## src/pdc_pkg.sv

```systemverilog
// Package with register map, field layout and reset values of the pad and dejitter configuration block
package pdc_pkg;
    localparam logic [15:0] PULL_CFG_ADDR = 16'h402F;
    localparam logic [15:0] DRIVE_ADDR = 16'h4030;
    localparam logic [15:0] JACK_ADDR = 16'h4031;
    localparam logic [15:0] DEJITTER_ADDR = 16'h4036;
    localparam logic [15:0] REC_VOL_ADDR = 16'h4040;
    localparam logic [15:0] DEJITTER_STAT_ADDR = 16'h4041;
    localparam logic [7:0] PULL_CFG_RST = 8'hAA;
    localparam logic [7:0] DRIVE_RST = 8'h00;
    localparam logic [7:0] JACK_RST = 8'h08;
    localparam logic [7:0] DEJITTER_RST = 8'h03;
    localparam logic [5:0] REC_VOL_RST = 6'h10;
    localparam int DIN_LSB = 6;
    localparam int LATCH_LSB = 4;
    localparam int CLK_LSB = 2;
    localparam int DOUT_LSB = 0;
    localparam int DRV_BIT = 0;
    localparam int JACK_DRV_BIT = 5;
    localparam int JACK_PULL_LSB = 2;
    localparam int GAIN_STEP_MDB = 750;
    localparam int GAIN_BASE_MDB = -12000;
    typedef enum logic [1:0] {
        PULL_UP = 2'h0,
        PULL_RSVD = 2'h1,
        PULL_NONE = 2'h2,
        PULL_DOWN = 2'h3
    } pdc_pull_type;
    typedef struct packed {
        logic pull_up;
        logic pull_down;
    } pdc_pad_type;
    typedef struct packed {
        logic valid;
        logic [23:0] data;
    } pdc_sample_type;
endpackage : pdc_pkg

```

## src/pdc_pull_dec.sv

```systemverilog
// Decoder from a two-bit pad pull code to pull-up and pull-down enables
`timescale 1ns/1ns
`default_nettype none
module pdc_pull_dec (
    // Code
    input wire logic [1:0] code,
    // Pad enables
    output pdc_pkg::pdc_pad_type pad
);
    always_comb begin
        pad.pull_up = (code == pdc_pkg::PULL_UP);
        pad.pull_down = (code == pdc_pkg::PULL_DOWN);
    end
endmodule : pdc_pull_dec
`default_nettype wire

```

## src/pdc_dejitter.sv

```systemverilog
// One dejitter stage: holds a sample until the window has elapsed, then passes it once
`timescale 1ns/1ns
`default_nettype none
module pdc_dejitter (
    // Clock and reset
    input wire logic clk,
    input wire logic rst_n,
    // Window
    input wire logic [7:0] window,
    // Samples
    input wire pdc_pkg::pdc_sample_type din,
    output pdc_pkg::pdc_sample_type dout,
    output logic locked
);
    logic [7:0] cnt_q;
    logic pend_q;
    logic [23:0] hold_q;
    logic bypass;
    assign bypass = (window == 8'h00);
    assign locked = pend_q;
    // Capture each sample, then release it once after the window; a newer sample arriving first replaces the held one
    always_ff @(posedge clk or negedge rst_n) begin
        if (!rst_n) begin
            cnt_q <= 8'h00;
            pend_q <= 1'b0;
            hold_q <= 24'h000000;
        end else if (bypass) begin
            cnt_q <= 8'h00;
            pend_q <= 1'b0;
            hold_q <= 24'h000000;
        end else if (din.valid) begin
            hold_q <= din.data;
            pend_q <= 1'b1;
            cnt_q <= 8'h00;
        end else if (pend_q) begin
            if (cnt_q + 8'h01 >= window) begin
                pend_q <= 1'b0;
            end
            cnt_q <= cnt_q + 8'h01;
        end
    end
    always_ff @(posedge clk or negedge rst_n) begin
        if (!rst_n) begin
            dout <= '0;
        end else if (bypass) begin
            dout <= din;
        end else begin
            dout.valid <= pend_q && !din.valid && (cnt_q + 8'h01 >= window);
            dout.data <= hold_q;
        end
    end
endmodule : pdc_dejitter
`default_nettype wire

```

## src/pdc_top.sv

```systemverilog
// Pad pull, drive strength, dejitter window and record gain configuration block
// Contract
// [RL1] Latch pad pull code at bits 5:4: 00 up, 01 reserved, 10 none, 11 down.
// [RL2] Control clock pad pull code at bits 3:2, same codes, default none.
// [RL3] Data-in bits 7:6 and data-out bits 1:0 use same codes, default none.
// [RL4] Drive register bit 0 selects data-out drive, zero low, one high.
// [RL5] Jack register bit 5 drive, bits 3:2 pull with usual codes.
// [RL6] Dejitter window is 8 bits in core cycles, shared by all, reset 3.
// [RL7] In slave mode dejitter passes every sample once, none duplicated or skipped; here a newer sample arriving before release replaces the held one.
// [RL8] Disabling then re-enabling a path may stall its dejitter until reset.
// [RL9] Window zero bypasses and resets every dejitter circuit.
// [RL10] Software writes zero then nonzero before output in slave mode.
// [RL11] Writing 3 after zero reactivates dejitter at once, no wait.
// [RL12] Record gain is 6-bit code, 0.75 dB steps, 000000 -12 dB, 010000 0 dB.
//
// Decided for this implementation: the address-and-strobe port.
`timescale 1ns/1ns
`default_nettype none
module pdc_top #(
    parameter int NCH = 3
) (
    // Clock and reset
    input wire logic MCLK,
    input wire logic RSTN,
    // Register port
    input wire logic [15:0] ADDR,
    input wire logic [7:0] WDATA,
    input wire logic WR,
    input wire logic RD,
    output logic [7:0] RDATA,
    // Path enables, one per dejitter channel
    input wire logic [NCH-1:0] PATH_EN,
    // Sample streams
    input wire pdc_pkg::pdc_sample_type [NCH-1:0] SAMPLE_IN,
    output pdc_pkg::pdc_sample_type [NCH-1:0] SAMPLE_OUT,
    // Pad controls
    output pdc_pkg::pdc_pad_type LATCH_PAD,
    output pdc_pkg::pdc_pad_type CLOCK_PAD,
    output pdc_pkg::pdc_pad_type DIN_PAD,
    output pdc_pkg::pdc_pad_type DOUT_PAD,
    output pdc_pkg::pdc_pad_type JACK_PAD,
    output logic DOUT_HIGH_DRIVE,
    output logic JACK_HIGH_DRIVE,
    // Record gain in thousandths of a dB
    output logic signed [16:0] REC_GAIN_MDB
);
    logic [7:0] pull_q;
    logic drive_q;
    logic [7:0] jack_q;
    logic [7:0] window_q;
    logic [5:0] rec_vol_q;
    logic [NCH-1:0] locked;
    logic [7:0] rdata_d;

    ////////////////////////////////////////////////////////////////////////////
    // Registers
    always_ff @(posedge MCLK or negedge RSTN) begin
        if (!RSTN) begin
            pull_q <= pdc_pkg::PULL_CFG_RST;
        end else if (WR && ADDR == pdc_pkg::PULL_CFG_ADDR) begin
            pull_q <= WDATA; // see [RL1] see [RL2] see [RL3]
        end
    end
    always_ff @(posedge MCLK or negedge RSTN) begin
        if (!RSTN) begin
            drive_q <= pdc_pkg::DRIVE_RST[0];
        end else if (WR && ADDR == pdc_pkg::DRIVE_ADDR) begin
            drive_q <= WDATA[pdc_pkg::DRV_BIT]; // see [RL4]
        end
    end
    always_ff @(posedge MCLK or negedge RSTN) begin
        if (!RSTN) begin
            jack_q <= pdc_pkg::JACK_RST;
        end else if (WR && ADDR == pdc_pkg::JACK_ADDR) begin
            jack_q <= WDATA & 8'h2C; // see [RL5]
        end
    end
    always_ff @(posedge MCLK or negedge RSTN) begin
        if (!RSTN) begin
            window_q <= pdc_pkg::DEJITTER_RST; // see [RL6]
        end else if (WR && ADDR == pdc_pkg::DEJITTER_ADDR) begin
            window_q <= WDATA; // see [RL6]
        end
    end
    always_ff @(posedge MCLK or negedge RSTN) begin
        if (!RSTN) begin
            rec_vol_q <= pdc_pkg::REC_VOL_RST;
        end else if (WR && ADDR == pdc_pkg::REC_VOL_ADDR) begin
            rec_vol_q <= WDATA[5:0];
        end
    end

    ////////////////////////////////////////////////////////////////////////////
    // Read port
    always_comb begin
        unique case (ADDR)
            pdc_pkg::PULL_CFG_ADDR: rdata_d = pull_q;
            pdc_pkg::DRIVE_ADDR: rdata_d = {7'h00, drive_q};
            pdc_pkg::JACK_ADDR: rdata_d = jack_q;
            pdc_pkg::DEJITTER_ADDR: rdata_d = window_q;
            pdc_pkg::REC_VOL_ADDR: rdata_d = {2'h0, rec_vol_q};
            pdc_pkg::DEJITTER_STAT_ADDR: rdata_d = {{(8-NCH){1'b0}}, locked};
            default: rdata_d = 8'h00;
        endcase
    end
    always_ff @(posedge MCLK or negedge RSTN) begin
        if (!RSTN) begin
            RDATA <= 8'h00;
        end else if (RD) begin
            RDATA <= rdata_d;
        end else begin
            RDATA <= 8'h00;
        end
    end

    ////////////////////////////////////////////////////////////////////////////
    // Pads
    pdc_pull_dec u_din (.code(pull_q[pdc_pkg::DIN_LSB +: 2]), .pad(DIN_PAD)); // see [RL3]
    pdc_pull_dec u_latch (.code(pull_q[pdc_pkg::LATCH_LSB +: 2]), .pad(LATCH_PAD)); // see [RL1]
    pdc_pull_dec u_clk (.code(pull_q[pdc_pkg::CLK_LSB +: 2]), .pad(CLOCK_PAD)); // see [RL2]
    pdc_pull_dec u_dout (.code(pull_q[pdc_pkg::DOUT_LSB +: 2]), .pad(DOUT_PAD)); // see [RL3]
    pdc_pull_dec u_jack (.code(jack_q[pdc_pkg::JACK_PULL_LSB +: 2]), .pad(JACK_PAD)); // see [RL5]
    assign DOUT_HIGH_DRIVE = drive_q; // see [RL4]
    assign JACK_HIGH_DRIVE = jack_q[pdc_pkg::JACK_DRV_BIT]; // see [RL5]

    ////////////////////////////////////////////////////////////////////////////
    // Dejitter channels; a disabled path has its input valid masked, window zero bypasses all
    genvar g;
    generate
        for (g = 0; g < NCH; g++) begin : g_dj
            pdc_pkg::pdc_sample_type gated;
            always_comb begin
                gated = SAMPLE_IN[g];
                gated.valid = SAMPLE_IN[g].valid && PATH_EN[g]; // see [RL8]
            end
            pdc_dejitter u_dj (
                .clk(MCLK),
                .rst_n(RSTN),
                .window(window_q), // see [RL7] see [RL9] see [RL11]
                .din(gated),
                .dout(SAMPLE_OUT[g]),
                .locked(locked[g])
            );
        end
    endgenerate

    ////////////////////////////////////////////////////////////////////////////
    // Record gain: linear 0.75 dB steps from -12 dB
    always_ff @(posedge MCLK or negedge RSTN) begin
        if (!RSTN) begin
            REC_GAIN_MDB <= 17'sh00000;
        end else begin
            // 17 bits so that the top codes, up to +35.25 dB, do not wrap
            REC_GAIN_MDB <= 17'(pdc_pkg::GAIN_BASE_MDB + pdc_pkg::GAIN_STEP_MDB * int'(rec_vol_q)); // see [RL12]
        end
    end
endmodule : pdc_top
`default_nettype wire

```

## config.mk

```make
export PLATFORM = sky130hd
export DESIGN_NAME = pdc_top
export DESIGN_NICKNAME = d
export VERILOG_FILES = /design/src/pdc_pkg.sv /design/src/pdc_pull_dec.sv /design/src/pdc_dejitter.sv /design/src/pdc_top.sv
export SDC_FILE = /design/constraint.sdc
export NUM_CORES = 1
export LEC_CHECK = 0
export BUFFER_PORTS_ARGS = -buffer_cell sky130_fd_sc_hd__buf_2
export CELL_PAD_IN_SITES_DETAIL_PLACEMENT = 1
export CELL_PAD_IN_SITES_GLOBAL_PLACEMENT = 2
export CORE_ASPECT_RATIO = 2
export CORE_MARGIN = 1
export CORE_UTILIZATION = 34
export CTS_CLUSTER_SIZE = 14
export DETAILED_ROUTE_END_ITERATION = 6
export GPL_ROUTABILITY_DRIVEN = 1
export GPL_TIMING_DRIVEN = 0
export PLACE_DENSITY_LB_ADDON = 0.08
export SYNTH_ARGS = -nofsm -noshare
export SYNTH_HDL_FRONTEND = slang
export SYNTH_SLANG_ARGS = --single-unit
```

## constraint.sdc

```tcl
create_clock -name MCLK -period 5.2 [get_ports MCLK]
set_input_delay 1.04 -clock MCLK [delete_from_list [all_inputs] [get_ports MCLK]]
set_output_delay 1.04 -clock MCLK [all_outputs]
set_load 0.005 [all_outputs]
```

==> results.ini <==
[sta]
setup_violations = 0
fin_crit_sh_pct = 87.0
period_minus_slack_ns = 4.52
tightest_slew_ns = 1.03
timing.final.hold_violations = 0
fin_skew_ns = 0.0123
slew_violations = 0
fmax_mhz = 221
final.setup.tns_ns = 0
timing.slew.headroom_pct = 31.0
rsz0062_at_grt = false

[worst_setup_path]
endpoint_kind = flop
worstPathArrival_ns = 4.94
worstRegToRegCells = 14
cp_max_fo = 6
worstPathRequired_ns = 5.62
crit_type = flop to flop
cp-start-kind = flop

[clock_network]
cts_root_buf = clkbuf_16
clockBufferDepth = 3
post_cts_buffers = 0
cts_hold_buf = 0
post_cts_resized = 0
numCtsBuffers = 22
cts_max_level = 1
clk_latency_ns = 0.52
cts.clk_slew.worst_paths_ns = 0.07
cts_tree = built
cts.sinks = 224

[pwr]
clkPwrFrac_pct = 45.8
p_comb_share_pct = 5.7
swShare_pct = 23.2
vdd_drop_max_uv = 179
power_density_nw_per_um2 = 272
p_leak_nw = 6.78
power_mw = 3.67
p_seq_share_pct = 48.5
p_sw_uw = 850
internal_power_mw = 2.82

[yosys]
syn_inst = 1144
synth_most_common_cell = nand2_1
synth_top_area_share_pct = 48.9
synth_edf_count = 0
ys_seq_elements = 224
synthFlopType = dfrtp_1
synth.distinct_cells = 55
synth_area_sq_um = 11100
syn_avg_cell_area_sq_um = 9.67
async_flop_share_pct = 100
yosysSeqAreaShare_pct = 50.8
yosys-top-cells-area = dfrtp_1 49%, nand2_1 13%, ha_1 6.2%
synth_commonest_cells = 389 x nand2_1, 216 x dfrtp_1, 90 x a21oi_1
synth_top_cell_by_area = dfrtp_1
synth_nets = 1320
yosysWarnings = 0

[layout]
post-route-cell-area_sq_um = 13500
multiInputGateArea_sq_um = 5090
fillCellCount = 3764
seq_area_sq_um = 5620
syn2layout_area_growth_pct = 22.0
drive_gt1_share_pct = 22.6
nNetsFinal = 1561
final_cells = 1828

[place]
dp_hpwl_um = 24200
io_buffers = 215
place_congestion = 0.773
dpl-instance-area_sq_um = 12700
dp_cells = 1788

[floorplanning]
die_height_um = 257
start_util_pct = 34.4
core-area_sq_um = 32100
rows = 93
die-area_sq_um = 33300
die_x_um = 130
num_io_pins = 218

[global_route]
antenna_found_initial = 1
grt_pass1_vias = 9578
grt_max_degree = 114
track_usage_pct = 19.7
overflow = 0
grt_pass1_wl_um = 50900

[detailed_routing]
drt_iter0_markers = 244
via_per_inst = 4.80
drtAntennaViolNets = 0
first_pass_iters = 4
num_vias = 8770
drc_errors = 0
wl_per_cell_um = 17.4
drt-total-wl_um = 31800

[status]
outcome = finished clean

[flow_run]
drv_cap = 0

[min_path]
hold_path.class = primary input to async pin

final timing paths:
kind / startpoint / endpoint / slack (ns)
setup / recovery: rec_vol_q[0]$_DFFE_PN0P_ / REC_GAIN_MDB[14]$_DFF_PN0_ / 0.68
setup reg to reg: rec_vol_q[0]$_DFFE_PN0P_ / REC_GAIN_MDB[14]$_DFF_PN0_ / 0.68
min in group MCLK: g_dj[2].u_dj.hold_q[4]$_DFFE_PN0P_ / g_dj[2].u_dj.dout[4]$_DFF_PN0_ / 0.47
max in group asynchronous: RSTN / g_dj[2].u_dj.dout[20]$_DFF_PN0_ / 3.55
hold / removal: RSTN / g_dj[1].u_dj.dout[6]$_DFF_PN0_ / 0.30
hold reg to reg: g_dj[2].u_dj.hold_q[4]$_DFFE_PN0P_ / g_dj[2].u_dj.dout[4]$_DFF_PN0_ / 0.47
cells in the final DEF (no fill, tap or decap), types with 4 or more instances in the layout:
| master | synthesis | layout |
|---|---|---|
| a21o_1 | 15 | 15 |
| a21oi_1 | 90 | 90 |
| a221oi_1 | 4 | 4 |
| a22oi_1 | 4 | 4 |
| a31oi_1 | 7 | 7 |
| and2_1 | 11 | 11 |
| and3_1 | 19 | 19 |
| buf_2 | 4 | 218 |
| clkbuf_1 | 38 | 40 |
| clkbuf_16 | 0 | 23 |
| clkbuf_8 | 0 | 8 |
| dfrtp_1 | 216 | 216 |
| dfstp_2 | 8 | 8 |
| fa_1 | 15 | 15 |
| ha_1 | 55 | 55 |
| inv_1 | 44 | 44 |
| mux2_2 | 12 | 12 |
| mux2_4 | 16 | 16 |
| mux2i_1 | 9 | 9 |
| nand2_1 | 389 | 389 |
| nand2b_1 | 7 | 7 |
| nand3_1 | 10 | 10 |
| nor2_1 | 44 | 44 |
| nor3_1 | 4 | 4 |
| nor4_1 | 4 | 4 |
| o211ai_1 | 5 | 5 |
| o21ai_0 | 9 | 9 |
| or3b_2 | 6 | 6 |
| xnor2_1 | 11 | 11 |
| xor2_1 | 42 | 42 |
flip-flops by register name, summed over array words and instances (netlist names):
signal and count:
RDATA 8, DOUT_HIGH_DRIVE 1, rec_vol_q 6, g_dj.u_dj.dout 75, g_dj.u_dj.locked 3, jack_q 3
pull_q 8, window_q 8, g_dj.u_dj.cnt_q 24, g_dj.u_dj.hold_q 72, REC_GAIN_MDB 16
logic make-up after synthesis:
group                    synth area share [%]
other                                  0.0339
multiplexers                             4.21
AND/OR/NAND/NOR                          20.4
buffers and inverters                    3.20
adder cells (fa/ha/maj)                  8.94
XOR/XNOR                                 4.20
AO/OA/AOI/OAI                            8.24
flip-flops                               50.8
worst max-delay path, cell delays in order (launching register included):
cell and delay (ns):
dfrtp_1 0.55, inv_1 0.12, fa_1 0.56, inv_1 0.07, fa_1 0.53, inv_1 0.05, fa_1 0.49, inv_1 0.05
ha_1 0.41, o211ai_1 0.16, o211ai_1 0.36, a21oi_1 0.13, nor3b_2 0.38, mux2_2 0.38, nor3_1 0.16
power by group through the flow:
stage / clock, mW / combinational (mW) / sequential, mW
final: 1.68 / 0.207 / 1.78
after global routing: 1.79 / 0.237 / 1.78
after CTS: 1.74 / 0.215 / 1.78
after detailed placement: 0 / 0.215 / 1.81
after global placement: 0 / 0.206 / 1.81
after floorplan: 0 / 0.0554 / 1.82
final cells by class:
cell class              instances  share of cell area (%)
multi-input cells             829                    37.7
plain buffers                  47                    1.40
well taps                     427                    3.96
flip-flops and latches        224                    41.6
clock inverters                 6                   0.454
inverters                      44                    1.22
clock buffers                  33                    5.14
diodes                          1                  0.0185
repair buffers                217                    8.46
metal layers:
| metal | vias to the layer above | wire, um | part of all wire [%] | track usage (%) |
|---|---|---|---|---|
| met2 | 160 | 18600 | 59 | 40.2 |
| li1 | 4224 | - | - | - |
| met4 | 0 | 657 | 2.1 | 5.91 |
| met3 | 41 | 1050 | 3.3 | 2.08 |
| met5 | - | 0 | 0 | 0 |
| met1 | 4345 | 11500 | 36 | 20.1 |
stage by stage:
stage	setup WS [ns]	utilization, %	hold slack, ns
3_3_place_gp	-1.12	39.5	0.453
4_1_cts	0.604	42.0	0.267
2_1_floorplan	1.36	-	0.438
3_5_place_dp	0.692	39.7	0.462
5_1_grt	0.395	42.0	0.272
6_report	0.677	42.0	0.296
No activity file was read; power rests on OpenSTA's default activity.
